[src/include/bcb_pkg.sv]
`default_nettype none
package bcb_pkg;

  // ----------------------------------------------------------------
  // Widths
  // ----------------------------------------------------------------
  localparam int ADDR_W = 24;
  localparam int DATA_W = 32;

  // ----------------------------------------------------------------
  // Register offsets (byte addresses)
  // ----------------------------------------------------------------
  localparam logic [7:0] OFS_CTRL    = 8'h00;
  localparam logic [7:0] OFS_OPERAND = 8'h04;
  localparam logic [7:0] OFS_TARGET  = 8'h08;
  localparam logic [7:0] OFS_CCR     = 8'h0C;
  localparam logic [7:0] OFS_PC      = 8'h10;
  localparam logic [7:0] OFS_SP      = 8'h14;
  localparam logic [7:0] OFS_RESULT  = 8'h18;
  localparam logic [7:0] OFS_STATUS  = 8'h1C;
  localparam logic [7:0] OFS_STACK   = 8'h20;

  // ----------------------------------------------------------------
  // Field positions
  // ----------------------------------------------------------------
  // CTRL: [4:0] op, [7:5] bit number, [11:8] condition, [12] go
  localparam int CTRL_OP_LSB  = 0;
  localparam int CTRL_BIT_LSB = 5;
  localparam int CTRL_CC_LSB  = 8;
  localparam int CTRL_GO_POS  = 12;
  // CCR: [0] C, [1] V, [2] Z, [3] N
  localparam int CCR_C_POS = 0;
  localparam int CCR_V_POS = 1;
  localparam int CCR_Z_POS = 2;
  localparam int CCR_N_POS = 3;
  // STATUS: [0] busy, [1] taken, [2] stack fault
  localparam int STAT_BUSY_POS  = 0;
  localparam int STAT_TAKEN_POS = 1;
  localparam int STAT_FAULT_POS = 2;

  // ----------------------------------------------------------------
  // Reset values
  // ----------------------------------------------------------------
  localparam logic [ADDR_W-1:0] PC_RST  = 24'h00_0000;
  localparam logic [ADDR_W-1:0] SP_RST  = 24'h00_0000;
  localparam logic [3:0]        CCR_RST = 4'h0;
  localparam logic [ADDR_W-1:0] INSN_LEN = 24'h00_0002;

  // ----------------------------------------------------------------
  // Operations and conditions
  // ----------------------------------------------------------------
  typedef enum logic [4:0] {
    OP_NONE                   = 5'h00,
    OP_BIT_OR_CARRY           = 5'h01,
    OP_INVERTED_BIT_OR_CARRY  = 5'h02,
    OP_BIT_XOR_CARRY          = 5'h03,
    OP_INVERTED_BIT_XOR_CARRY = 5'h04,
    OP_BIT_LOAD_CARRY         = 5'h05,
    OP_INVERTED_BIT_LOAD_CARRY = 5'h06,
    OP_CARRY_TO_BIT           = 5'h07,
    OP_INVERTED_CARRY_TO_BIT  = 5'h08,
    OP_COND_BRANCH            = 5'h09,
    OP_JUMP_ABSOLUTE          = 5'h0A,
    OP_RELATIVE_SUBROUTINE_CALL = 5'h0B,
    OP_JUMP_TO_SUBROUTINE     = 5'h0C,
    OP_RETURN_SUBROUTINE      = 5'h0D
  } bcb_op_t;

  typedef enum logic [3:0] {
    CC_ALWAYS_TAKEN   = 4'h0,
    CC_NEVER_TAKEN    = 4'h1,
    CC_HIGHER         = 4'h2,
    CC_LOWER_SAME     = 4'h3,
    CC_CARRY_CLEAR    = 4'h4,
    CC_CARRY_SET      = 4'h5,
    CC_NOT_EQUAL      = 4'h6,
    CC_EQUAL          = 4'h7,
    CC_OVERFLOW_CLEAR = 4'h8,
    CC_OVERFLOW_SET   = 4'h9,
    CC_PLUS           = 4'hA,
    CC_MINUS          = 4'hB,
    CC_GREATER_EQUAL  = 4'hC,
    CC_LESS_THAN      = 4'hD,
    CC_GREATER_THAN   = 4'hE,
    CC_LESS_EQUAL     = 4'hF
  } bcb_cc_t;

  typedef struct packed {
    logic n;
    logic z;
    logic v;
    logic c;
  } bcb_flags_t;

endpackage
`default_nettype wire

[src/design/bcb_cond_eval.sv]
`default_nettype none
module bcb_cond_eval
  import bcb_pkg::*;
(
  // Inputs
  input  wire logic [3:0] cc,
  input  wire bcb_flags_t flags,
  // Result
  output logic            taken
);

  always_comb
  begin
    unique case (cc)
      CC_ALWAYS_TAKEN:   taken = 1'b1;
      CC_NEVER_TAKEN:    taken = 1'b0;
      CC_HIGHER:         taken = ~(flags.c | flags.z);
      CC_LOWER_SAME:     taken = flags.c | flags.z;
      CC_CARRY_CLEAR:    taken = ~flags.c;
      CC_CARRY_SET:      taken = flags.c;
      CC_NOT_EQUAL:      taken = ~flags.z;
      CC_EQUAL:          taken = flags.z;
      CC_OVERFLOW_CLEAR: taken = ~flags.v;
      CC_OVERFLOW_SET:   taken = flags.v;
      CC_PLUS:           taken = ~flags.n;
      CC_MINUS:          taken = flags.n;
      CC_GREATER_EQUAL:  taken = ~(flags.n ^ flags.v);
      CC_LESS_THAN:      taken = flags.n ^ flags.v;
      CC_GREATER_THAN:   taken = ~(flags.z | (flags.n ^ flags.v));
      CC_LESS_EQUAL:     taken = flags.z | (flags.n ^ flags.v);
    endcase
  end

endmodule
`default_nettype wire

[src/design/bcb_unit.sv]
// What this block does
// - Bit OR into carry: C becomes C or selected bit.
// - Inverted bit OR: C becomes C or not selected bit.
// - Bit XOR into carry: C becomes C xor selected bit.
// - Inverted bit XOR: C becomes C xor not selected bit.
// - Bit load: C becomes selected bit.
// - Inverted bit load: C becomes not selected bit.
// - Carry to bit: selected bit becomes C, other bits kept.
// - Inverted carry to bit: selected bit becomes not C.
// - All forms take bit number from 3-bit immediate only.
// - Conditional branch loads target only when condition true.
// - Unsigned conditions from C or Z, and C alone.
// - Single-flag conditions on Z, V and N.
// - Signed conditions from N xor V, and Z.
// - Absolute jump loads target without looking at flags.
// - Calls branch keeping a return point unless the stack is full; return resumes there.
//
// Design decisions made here: the APB interface to the registers and the address map.
`default_nettype none
module bcb_unit
  import bcb_pkg::*;
#(
  parameter int STACK_DEPTH = 16
)
(
  // Clock and reset
  input  wire logic              ref_clk,
  input  wire logic              srst,
  // APB slave
  input  wire logic              psel,
  input  wire logic              penable,
  input  wire logic              pwrite,
  input  wire logic [7:0]        paddr,
  input  wire logic [DATA_W-1:0] pwdata,
  output logic [DATA_W-1:0]      prdata,
  output logic                   pready,
  output logic                   pslverr
);

  localparam int SP_W = $clog2(STACK_DEPTH);

  // Stack index wraps modulo depth, so only powers of two serve
  if (STACK_DEPTH < 2 || (1 << SP_W) != STACK_DEPTH)
  begin : g_bad_depth
    $error("STACK_DEPTH must be a power of two, at least 2");
  end

  // ----------------------------------------------------------------
  // Register state
  // ----------------------------------------------------------------
  logic [12:0]       ctrl_r;
  logic [7:0]        operand_r;
  logic [ADDR_W-1:0] target_r;
  bcb_flags_t        flags_r;
  logic [ADDR_W-1:0] pc_r;
  logic [SP_W:0]     sp_r;
  logic [7:0]        result_r;
  logic              busy_r;
  logic              taken_r;
  logic              fault_r;
  logic [ADDR_W-1:0] stack_mem [STACK_DEPTH];

  // ----------------------------------------------------------------
  // APB decode
  // ----------------------------------------------------------------
  logic setup;
  logic wr_en;
  logic addr_ok;

  assign setup = psel & ~penable;
  assign wr_en = psel & penable & pready & pwrite;

  always_comb
  begin
    unique case (paddr)
      OFS_CTRL, OFS_OPERAND, OFS_TARGET, OFS_CCR, OFS_PC, OFS_SP,
      OFS_RESULT, OFS_STATUS, OFS_STACK: addr_ok = 1'b1;
      default:                           addr_ok = 1'b0;
    endcase
  end

  // ----------------------------------------------------------------
  // Execute datapath
  // ----------------------------------------------------------------
  bcb_op_t           op;
  logic [2:0]        bit_no;
  logic              sel_bit;
  logic              cond_taken;
  logic [ADDR_W-1:0] next_pc;
  logic              push_ok;
  logic              pop_ok;
  logic              go;

  assign op      = bcb_op_t'(ctrl_r[CTRL_OP_LSB +: 5]);
  // Bit number is the 3-bit immediate in every form
  assign bit_no  = ctrl_r[CTRL_BIT_LSB +: 3];
  assign sel_bit = operand_r[bit_no];
  assign next_pc = pc_r + INSN_LEN;
  assign push_ok = sp_r < (SP_W+1)'(STACK_DEPTH);
  assign pop_ok  = sp_r != '0;
  assign go      = busy_r;

  bcb_cond_eval u_cond
  (
    .cc    (ctrl_r[CTRL_CC_LSB +: 4]),
    .flags (flags_r),
    .taken (cond_taken)
  );

  // ----------------------------------------------------------------
  // Flag and status words as software sees them
  // ----------------------------------------------------------------
  logic [DATA_W-1:0] ccr_word;
  logic [DATA_W-1:0] status_word;
  bcb_flags_t        ccr_wr;

  // Field positions kept apart from the struct order on purpose
  always_comb
  begin
    ccr_word                    = '0;
    ccr_word[CCR_C_POS]         = flags_r.c;
    ccr_word[CCR_V_POS]         = flags_r.v;
    ccr_word[CCR_Z_POS]         = flags_r.z;
    ccr_word[CCR_N_POS]         = flags_r.n;
    status_word                 = '0;
    status_word[STAT_BUSY_POS]  = busy_r;
    status_word[STAT_TAKEN_POS] = taken_r;
    status_word[STAT_FAULT_POS] = fault_r;
    ccr_wr.c                    = pwdata[CCR_C_POS];
    ccr_wr.v                    = pwdata[CCR_V_POS];
    ccr_wr.z                    = pwdata[CCR_Z_POS];
    ccr_wr.n                    = pwdata[CCR_N_POS];
  end

  // ----------------------------------------------------------------
  // Carry and other flags
  // ----------------------------------------------------------------
  always_ff @(posedge ref_clk)
  begin
    if (srst)
      flags_r <= bcb_flags_t'(CCR_RST);
    else if (go)
    begin
      // Only C ever moves here; N, Z, V held for every op
      unique case (op)
        OP_BIT_OR_CARRY:            flags_r.c <= flags_r.c | sel_bit;
        OP_INVERTED_BIT_OR_CARRY:   flags_r.c <= flags_r.c | ~sel_bit;
        OP_BIT_XOR_CARRY:           flags_r.c <= flags_r.c ^ sel_bit;
        OP_INVERTED_BIT_XOR_CARRY:  flags_r.c <= flags_r.c ^ ~sel_bit;
        OP_BIT_LOAD_CARRY:          flags_r.c <= sel_bit;
        OP_INVERTED_BIT_LOAD_CARRY: flags_r.c <= ~sel_bit;
        default:                    flags_r <= flags_r;
      endcase
    end
    else if (wr_en && paddr == OFS_CCR)
      flags_r <= ccr_wr;
  end

  // ----------------------------------------------------------------
  // Byte result of the store forms
  // ----------------------------------------------------------------
  always_ff @(posedge ref_clk)
  begin
    if (srst)
      result_r <= 8'h00;
    else if (go && op == OP_CARRY_TO_BIT)
    begin
      result_r         <= operand_r;
      result_r[bit_no] <= flags_r.c;
    end
    else if (go && op == OP_INVERTED_CARRY_TO_BIT)
    begin
      result_r         <= operand_r;
      result_r[bit_no] <= ~flags_r.c;
    end
  end

  // ----------------------------------------------------------------
  // Program counter, stack pointer, taken flag
  // ----------------------------------------------------------------
  always_ff @(posedge ref_clk)
  begin
    if (srst)
    begin
      pc_r    <= PC_RST;
      sp_r    <= SP_RST[SP_W:0];
      taken_r <= 1'b0;
      fault_r <= 1'b0;
    end
    else if (go)
    begin
      taken_r <= 1'b0;
      pc_r    <= next_pc;
      unique case (op)
        OP_COND_BRANCH:
        begin
          if (cond_taken)
          begin
            pc_r    <= target_r;
            taken_r <= 1'b1;
          end
        end
        OP_JUMP_ABSOLUTE:
        begin
          pc_r    <= target_r;
          taken_r <= 1'b1;
        end
        OP_RELATIVE_SUBROUTINE_CALL, OP_JUMP_TO_SUBROUTINE:
        begin
          // Overflow would lose the return point, so refuse the call
          if (push_ok)
          begin
            pc_r    <= target_r;
            sp_r    <= sp_r + 1'b1;
            taken_r <= 1'b1;
          end
          else
            fault_r <= 1'b1;
        end
        OP_RETURN_SUBROUTINE:
        begin
          if (pop_ok)
          begin
            pc_r    <= stack_mem[sp_r[SP_W-1:0] - 1'b1];
            sp_r    <= sp_r - 1'b1;
            taken_r <= 1'b1;
          end
          else
            fault_r <= 1'b1;
        end
        default: ;
      endcase
    end
    else if (wr_en && paddr == OFS_PC)
      pc_r <= pwdata[ADDR_W-1:0];
    else if (wr_en && paddr == OFS_SP)
      sp_r <= pwdata[SP_W:0] > (SP_W+1)'(STACK_DEPTH) ? sp_r : pwdata[SP_W:0];
    else if (wr_en && paddr == OFS_STATUS && pwdata[STAT_FAULT_POS])
      fault_r <= 1'b0;
  end

  // Return stack contents; no reset needed, guarded by sp_r
  always_ff @(posedge ref_clk)
  begin
    if (!srst && go && push_ok &&
        (op == OP_RELATIVE_SUBROUTINE_CALL || op == OP_JUMP_TO_SUBROUTINE))
      stack_mem[sp_r[SP_W-1:0]] <= next_pc;
  end

  // ----------------------------------------------------------------
  // Command registers
  // ----------------------------------------------------------------
  always_ff @(posedge ref_clk)
  begin
    if (srst)
    begin
      ctrl_r    <= '0;
      operand_r <= 8'h00;
      target_r  <= PC_RST;
      busy_r    <= 1'b0;
    end
    else
    begin
      busy_r <= 1'b0;
      if (wr_en && paddr == OFS_CTRL)
      begin
        ctrl_r <= pwdata[12:0];
        busy_r <= pwdata[CTRL_GO_POS];
      end
      if (wr_en && paddr == OFS_OPERAND)
        operand_r <= pwdata[7:0];
      if (wr_en && paddr == OFS_TARGET)
        target_r <= pwdata[ADDR_W-1:0];
    end
  end

  // ----------------------------------------------------------------
  // APB answer: no wait states, read data registered
  // ----------------------------------------------------------------
  always_ff @(posedge ref_clk)
  begin
    if (srst)
    begin
      pready  <= 1'b0;
      pslverr <= 1'b0;
      prdata  <= '0;
    end
    else
    begin
      pready  <= setup;
      pslverr <= setup & ~addr_ok;
      if (setup && !pwrite)
      begin
        unique case (paddr)
          OFS_CTRL:    prdata <= DATA_W'(ctrl_r);
          OFS_OPERAND: prdata <= DATA_W'(operand_r);
          OFS_TARGET:  prdata <= DATA_W'(target_r);
          OFS_CCR:     prdata <= ccr_word;
          OFS_PC:      prdata <= DATA_W'(pc_r);
          OFS_SP:      prdata <= DATA_W'(sp_r);
          OFS_RESULT:  prdata <= DATA_W'(result_r);
          OFS_STATUS:  prdata <= status_word;
          OFS_STACK:   prdata <= pop_ok ? DATA_W'(stack_mem[sp_r[SP_W-1:0] - 1'b1]) : '0;
          default:     prdata <= '0;
        endcase
      end
      else
        prdata <= '0;
    end
  end

endmodule
`default_nettype wire

[config.mk]
export PLATFORM = sky130hd
export DESIGN_NAME = bcb_unit
export DESIGN_NICKNAME = d
export VERILOG_FILES = /design/src/include/bcb_pkg.sv /design/src/design/bcb_cond_eval.sv /design/src/design/bcb_unit.sv
export SDC_FILE = /design/constraint.sdc
export NUM_CORES = 1
export LEC_CHECK = 0
export BUFFER_PORTS_ARGS = -buffer_cell sky130_fd_sc_hd__buf_2
export CELL_PAD_IN_SITES_DETAIL_PLACEMENT = 0
export CELL_PAD_IN_SITES_GLOBAL_PLACEMENT = 1
export CORE_ASPECT_RATIO = 1.5
export CORE_MARGIN = 1.5
export CORE_UTILIZATION = 40
export CTS_CLUSTER_DIAMETER = 150
export CTS_CLUSTER_SIZE = 20
export DETAILED_ROUTE_END_ITERATION = 8
export GPL_ROUTABILITY_DRIVEN = 0
export PLACE_DENSITY = 0.73
export SLEW_MARGIN = 20
export SYNTH_ARGS = -nofsm -noshare
export SYNTH_HDL_FRONTEND = slang
export SYNTH_SLANG_ARGS = --single-unit
[constraint.sdc]
create_clock -name ref_clk -period 3.6 [get_ports ref_clk]
set_input_delay 0.54 -clock ref_clk [delete_from_list [all_inputs] [get_ports ref_clk]]
set_output_delay 0.54 -clock ref_clk [all_outputs]
set_load 0.05 [all_outputs]
### Yosys cells after proc, flatten, opt, wreduce, memory -nomap -nowiden

Memory sizes are Yosys's and may differ from the RTL's.
Index checks and enable logic that the tools add are counted.

* flip-flop bits (word level): 123
* memory bits (writable): 384
* input bits: 45
* memories: 1

* add/sub/neg operators: 4
* $lt $le $gt $ge: 4
* eq/ne operators: 45
* muxes and demuxes: 41
* bitwise logic cells: 25
* reduce and logical (&&, ||, !) cells: 34

Memory list
* stack_mem: words 16, bits a word 24, read ports 1, clocked after Yosys merged registers in 0, write ports 1, RTL line bcb_unit.sv:61 `logic [ADDR_W-1:0] stack_mem [STACK_DEPTH];`

Operators with widths (number)
* $pmux W24 S9: 1
* $mux W24: 6
* $pmux W24 S4: 1
* $eq A4 B4 Y1 const B: 8
* $eq A8 B5 Y1 const B: 4
* $eq A5 B4 Y1 const B: 6
* $mux W5: 6
* $add A24 B2 Y24 const B: 1
* $eq A5 B3 Y1 const B: 4
* $bwmux W8: 2
* $eq A4 B3 Y1 const B: 4
* $eq A8 B4 Y1 const B: 2
* $mux W1: 16
* $mux W8: 2
* $pmux W1 S16: 1
* $logic_and A1 B1 Y1: 15
* $not A1 Y1: 13
* $ne A3 B3 Y1 const B: 4
* $reduce_and A6 Y1: 2
* $eq A5 B2 Y1 const B: 2
* $pmux W5 S2: 1
* $reduce_bool A2 Y1: 5
* $reduce_or A9 Y1: 1
* $eq A4 B2 Y1 const B: 2
* 29 further kinds: 44

### Logic depth before layout (Yosys ltp)

* depth after elaboration: 9
* depth in mapped cells: 15
* mapped depth without buffers: 9

### By module

From an unflattened synthesis, not the netlist that was laid out.

* cell total of the unflattened synthesis: 1467
* area total of the unflattened synthesis: 21323.0 µm²

By module, submodules not included
* bcb_unit: instances 1, cells each 1457, area each 21244.1 µm², seq. area each 13833.3 µm²
* bcb_cond_eval: instances 1, cells each 10, area each 78.8 µm², seq. area each 0.0 µm²

### Least setup slack after synthesis

OpenSTA, ideal clock, no wires.

* path kind: register -> register
* from: reg sp_r[0]
* to: mem stack_mem[0][0] (enable)
* setup time: 0.435 ns
* arrival: 3.074 ns
* path slack: 0.091 ns
* stages on the path, launching flop included: 9
* clock period less this slack: 3.509 ns
* path through: dfxtp_1 > buf_6 > buf_12 > buf_2 > buf_6 > inv_1 > ha_1 > nand2_1 > nor3_1

* longest elaborated chain between the ends: 5

Ends and longest elaborated chain
* start, declared: RTL line bcb_unit.sv:56 `logic [SP_W:0] sp_r;`
* start signal, assigned: RTL line bcb_unit.sv:186 `sp_r <= SP_RST[SP_W:0];`
* start signal, assigned: RTL line bcb_unit.sv:214 `sp_r <= sp_r + 1'b1;`
* start signal, assigned: RTL line bcb_unit.sv:225 `sp_r <= sp_r - 1'b1;`
* $lt A5 B5 Y1: RTL line bcb_unit.sv:99 `assign push_ok = sp_r < (SP_W+1)'(STACK_DEPTH);`
* $logic_and A1 B1 Y1 (2 in a row): RTL line bcb_unit.sv:245 `if (!srst && go && push_ok &&`
* $mux W1: RTL line bcb_unit.sv:245
* $mux W1 (implied by the code): RTL line bcb_unit.sv:247 `stack_mem[sp_r[SP_W-1:0]] <= next_pc;`
* end, declared: RTL line bcb_unit.sv:61

Parallel ways exist; a longest one is shown, timed or not.

### Worst setup path after layout

* from: reg ctrl_r[2]
* to: mem stack_mem[6][6] (enable)

* longest elaborated chain between the ends: 5

Ends and longest elaborated chain
* start, declared: RTL line bcb_unit.sv:51 `logic [12:0] ctrl_r;`
* start signal, assigned: RTL line bcb_unit.sv:267 `ctrl_r <= pwdata[12:0];`
* $eq A5 B4 Y1: RTL line bcb_unit.sv:246 `(op == OP_RELATIVE_SUBROUTINE_CALL || op == OP_JUMP_TO_SUBROUTINE))`
* $logic_or A1 B1 Y1 (*): RTL line bcb_unit.sv:246
* $logic_and A1 B1 Y1 (*): RTL line bcb_unit.sv:245
* $mux W1 (*): RTL line bcb_unit.sv:245
* $mux W1 (implied by the code) (*): RTL line bcb_unit.sv:247

Mark *: on every way between the ends. The rest lies on a longest branch, timed or not.

==> qor.json <==
{
  "setup_path": {
    "capturing_element_type_of_the_critical_path": "register",
    "worst-path-max-fanout": 24,
    "ff2ff_path_depth": 7,
    "required_ns": 3.83,
    "worst-setup-path-type": "register to register",
    "type_of_element_launching_the_critical_path": "register",
    "critPathArrivalTime_ns": 3.15
  },
  "pwr": {
    "power_switching_mw": 1.94,
    "switching_share_pct": 20.2,
    "power.static_leakage_nw": 7.21,
    "clockPowerShare_pct": 35.0,
    "power_per_cell_area_mw_per_mm2": 403,
    "power_frac_seq_pct": 63.7,
    "intPower_mw": 7.65,
    "power.share.combinational_pct": 1.4,
    "overall_power_after_layout_mw": 9.59,
    "irDropWorstVdd_v": 0.000339
  },
  "timing": {
    "fin_crit_sh_pct": 81.0,
    "grt_setup_unrepaired": "false",
    "post-route-min-period_ns": 2.91,
    "tns_ns": 0,
    "max_slew.worst_pin.slew_ns": 1.06,
    "setup_viol": 0,
    "slew_headroom_pct": 29.4,
    "number_of_hold_violations_in_the_final_report": 0,
    "worst_slack_ns": 0.685,
    "clock_skew_ns": 0.0267,
    "highest_clock_rate_mhz": 343,
    "final_max_slew_viol_count": 0
  },
  "cts": {
    "cts_repair_resize_count": 0,
    "clock_tree.htree_level_count": 1,
    "clock_tree_from_tritoncts": "yes",
    "ctsHoldBuffers": 0,
    "ctsLongestPathBuffers": 3,
    "cts-root-buf": "sky130_fd_sc_hd__clkbuf_16",
    "tritoncts_buffer_count": 28,
    "total_setup_buffers_inserted_after_cts": 0,
    "num_clock_sinks": 499,
    "clock_latency_ns": 0.60,
    "cts.clk_slew.worst_paths_ns": 0.11
  },
  "placement": {
    "io_buffers": 62,
    "dp_hpwl_um": 36100,
    "pre_cts_slack_ns": 0.690
  },
  "logic_synthesis": {
    "netlist_instances": 1457,
    "synth.largest_area_cell": "sky130_fd_sc_hd__edfxtp_1",
    "post-synth-top-area-fraction_pct": 54.0,
    "avgSynthCellArea_um2": 14.6,
    "yosys.cell_types.count": 69,
    "post_syn_area_mm2": 0.0213,
    "synthFlopType": "sky130_fd_sc_hd__edfxtp_1",
    "async_reset_ff_share_pct": 0,
    "synth_edf_count": 384,
    "postSynthRegisterBits": 499,
    "synth.top_cells.by_area": "sky130_fd_sc_hd__edfxtp_1, sky130_fd_sc_hd__mux4_2, sky130_fd_sc_hd__dfxtp_1",
    "synth.yosys.seq_area_share_pct": 64.8,
    "synth_warnings": 0
  },
  "floorplanning": {
    "rows": 103,
    "die_area_mm2": 0.0548,
    "core-area_mm2": 0.0527,
    "fp.dieH_um": 286,
    "pin_count": 79,
    "initial_utilization_pct": 40.5,
    "die-width_um": 192
  },
  "global_routing": {
    "global_route_wire_length_before_repair_um": 85300,
    "global_route_track_usage_on_met3_pct": 2.47,
    "number_of_global_route_vias_before_repair": 12900,
    "met1_usage_pct": 26.7,
    "grt_use_total_pct": 21.4,
    "largest_net_degree_at_the_start_of_global_routing": 60,
    "groute.layer.met2.usage_pct": 38.3,
    "busiest_layer": "met2",
    "grt-ovfl-total": 0,
    "antenna_found_initial": 0
  },
  "run": {
    "timing.max_cap.violations": 0
  },
  "finish": {
    "layout-area-overhead-vs-synth_pct": 11.5,
    "final_layout_size_suffix_gt1_share_pct": 20.7,
    "design.final.nets": 1583,
    "insertedDiodeCount": 0,
    "filler_cell_count": 4606
  },
  "drt": {
    "post_detailed_routing_wire_length_um": 58300,
    "detail_route.vias_per_cell": 5.89,
    "routed_wire_length_per_instance_um": 26.1,
    "antenna_violating_nets_post_route": 0,
    "drt-initial-drc-count": 1527,
    "detailedRoute.firstPassIterationCount": 6,
    "dr_total_vias": 13100,
    "route.detailed.drc": 0
  },
  "worst_hold_path": {
    "hp-class": "primary input to register",
    "whs_path_depth": 2
  },
  "run_status": {
    "status": "finished, final reports clean"
  }
}
-- flip-flops by register name, indices dropped and copies added (netlist names) --
register   cells
ctrl_r        13
pc_r          24
taken_r        1
target_r      24
pslverr        1
busy_r         1
prdata        24
pready         1
ccr_word       4
fault_r        1
result_r       8
sp_r           5
stack_mem    384
operand_r      8
-- routing by layer --
layer  wire (um)  vias up
met2       30800      587
met4        1770        0
met1       21900     6703
li1            -     5761
met5           0        -
met3        3850       84
-- synthesized netlist by cell type (11+ instances only) --
master,instances
sky130_fd_sc_hd__a222oi_1,11
sky130_fd_sc_hd__nor3_1,18
sky130_fd_sc_hd__xor2_1,11
sky130_fd_sc_hd__xnor2_1,21
sky130_fd_sc_hd__nand2_1,177
sky130_fd_sc_hd__nor2b_1,12
sky130_fd_sc_hd__nand3_1,35
sky130_fd_sc_hd__o21ai_0,13
sky130_fd_sc_hd__a31oi_1,18
sky130_fd_sc_hd__buf_4,14
sky130_fd_sc_hd__clkbuf_1,50
sky130_fd_sc_hd__nor2_1,88
sky130_fd_sc_hd__a211oi_1,21
sky130_fd_sc_hd__edfxtp_1,384
sky130_fd_sc_hd__mux4_2,110
sky130_fd_sc_hd__buf_2,28
sky130_fd_sc_hd__dfxtp_1,115
sky130_fd_sc_hd__a21oi_1,95
sky130_fd_sc_hd__mux2i_1,63
-- through the flow --
stage | util, % | instance area [um^2] | instances | hold slack, ns
after floorplan | - | 21400 | 1464 | 0.436
after global placement | 43.5 | 22900 | 2180 | 0.455
after detailed placement | 43.5 | 22900 | 2180 | 0.463
after CTS | 45.1 | 23800 | 2231 | 0.127
after global routing | 45.1 | 23800 | 2231 | 0.153
final | 45.1 | 23800 | 2231 | 0.142
-- cell families after synthesis --
group	Yosys count	share of synthesized area [%]
flops	499	64.8
simple gates	397	8.51
compound gates	224	6.94
mux	180	15.1
buf+inv	114	2.70
xor+xnor	32	1.31
fa+ha+maj	10	0.621
other cells	1	0.0176
-- power groups by stage --
stage	combinational, mW	sequential (mW)	clock, mW
after floorplan	0.0717	6.24	0
after global placement	0.127	6.24	0
after detailed placement	0.128	6.24	0
after CTS	0.129	6.11	3.42
after global routing	0.137	6.11	3.61
final	0.131	6.11	3.35
-- worst max-delay path, cell delays in order, from the launching register on --
cell and delay, ns:
sky130_fd_sc_hd__dfxtp_1 0.65, sky130_fd_sc_hd__nand2b_1 0.18, sky130_fd_sc_hd__o21ai_0 0.33, sky130_fd_sc_hd__nand2_1 0.17
sky130_fd_sc_hd__nor2_1 0.27, sky130_fd_sc_hd__nand2_1 0.28, sky130_fd_sc_hd__nor2_4 0.16, sky130_fd_sc_hd__buf_4 0.45
-- cells in the final DEF (no fill, tap or decap), types with 17 or more instances in the layout --
cell                        netlist  routed
sky130_fd_sc_hd__mux2i_1         63      63
sky130_fd_sc_hd__xnor2_1         21      18
sky130_fd_sc_hd__a31oi_1         18      18
sky130_fd_sc_hd__buf_4           14      60
sky130_fd_sc_hd__dfxtp_1        115     114
sky130_fd_sc_hd__nor2_1          88      76
sky130_fd_sc_hd__nand2_1        177     177
sky130_fd_sc_hd__a21oi_1         95      95
sky130_fd_sc_hd__buf_12           2      17
sky130_fd_sc_hd__buf_2           28      61
sky130_fd_sc_hd__a211oi_1        21      21
sky130_fd_sc_hd__clkbuf_16        0      28
sky130_fd_sc_hd__mux4_2         110     110
sky130_fd_sc_hd__nand3_1         35      35
sky130_fd_sc_hd__edfxtp_1       384     384
sky130_fd_sc_hd__clkbuf_1        50      21
-- path summary, 6_finish.rpt --
path | slack [ns] | endpoint | startpoint
worst max-delay path | 0.69 | stack_mem[6][6] | ctrl_r[2]
worst min-delay path | 0.14 | pready | penable
worst max register to register | 0.69 | stack_mem[6][6] | ctrl_r[2]
worst min register to register | 0.48 | target_r[8] | target_r[8]
-- layout make-up --
class	instances	area [um^2]	share of cell area (%)
flip-flops and latches	499	13800	58.2
well taps	682	853	3.59
clock inverters	2	33.8	0.142
multi-input cells	851	7150	30.1
repair buffers	138	1100	4.61
inverters	10	37.5	0.158
clock buffers	49	779	3.28
Power figures use the tool's default switching activity.
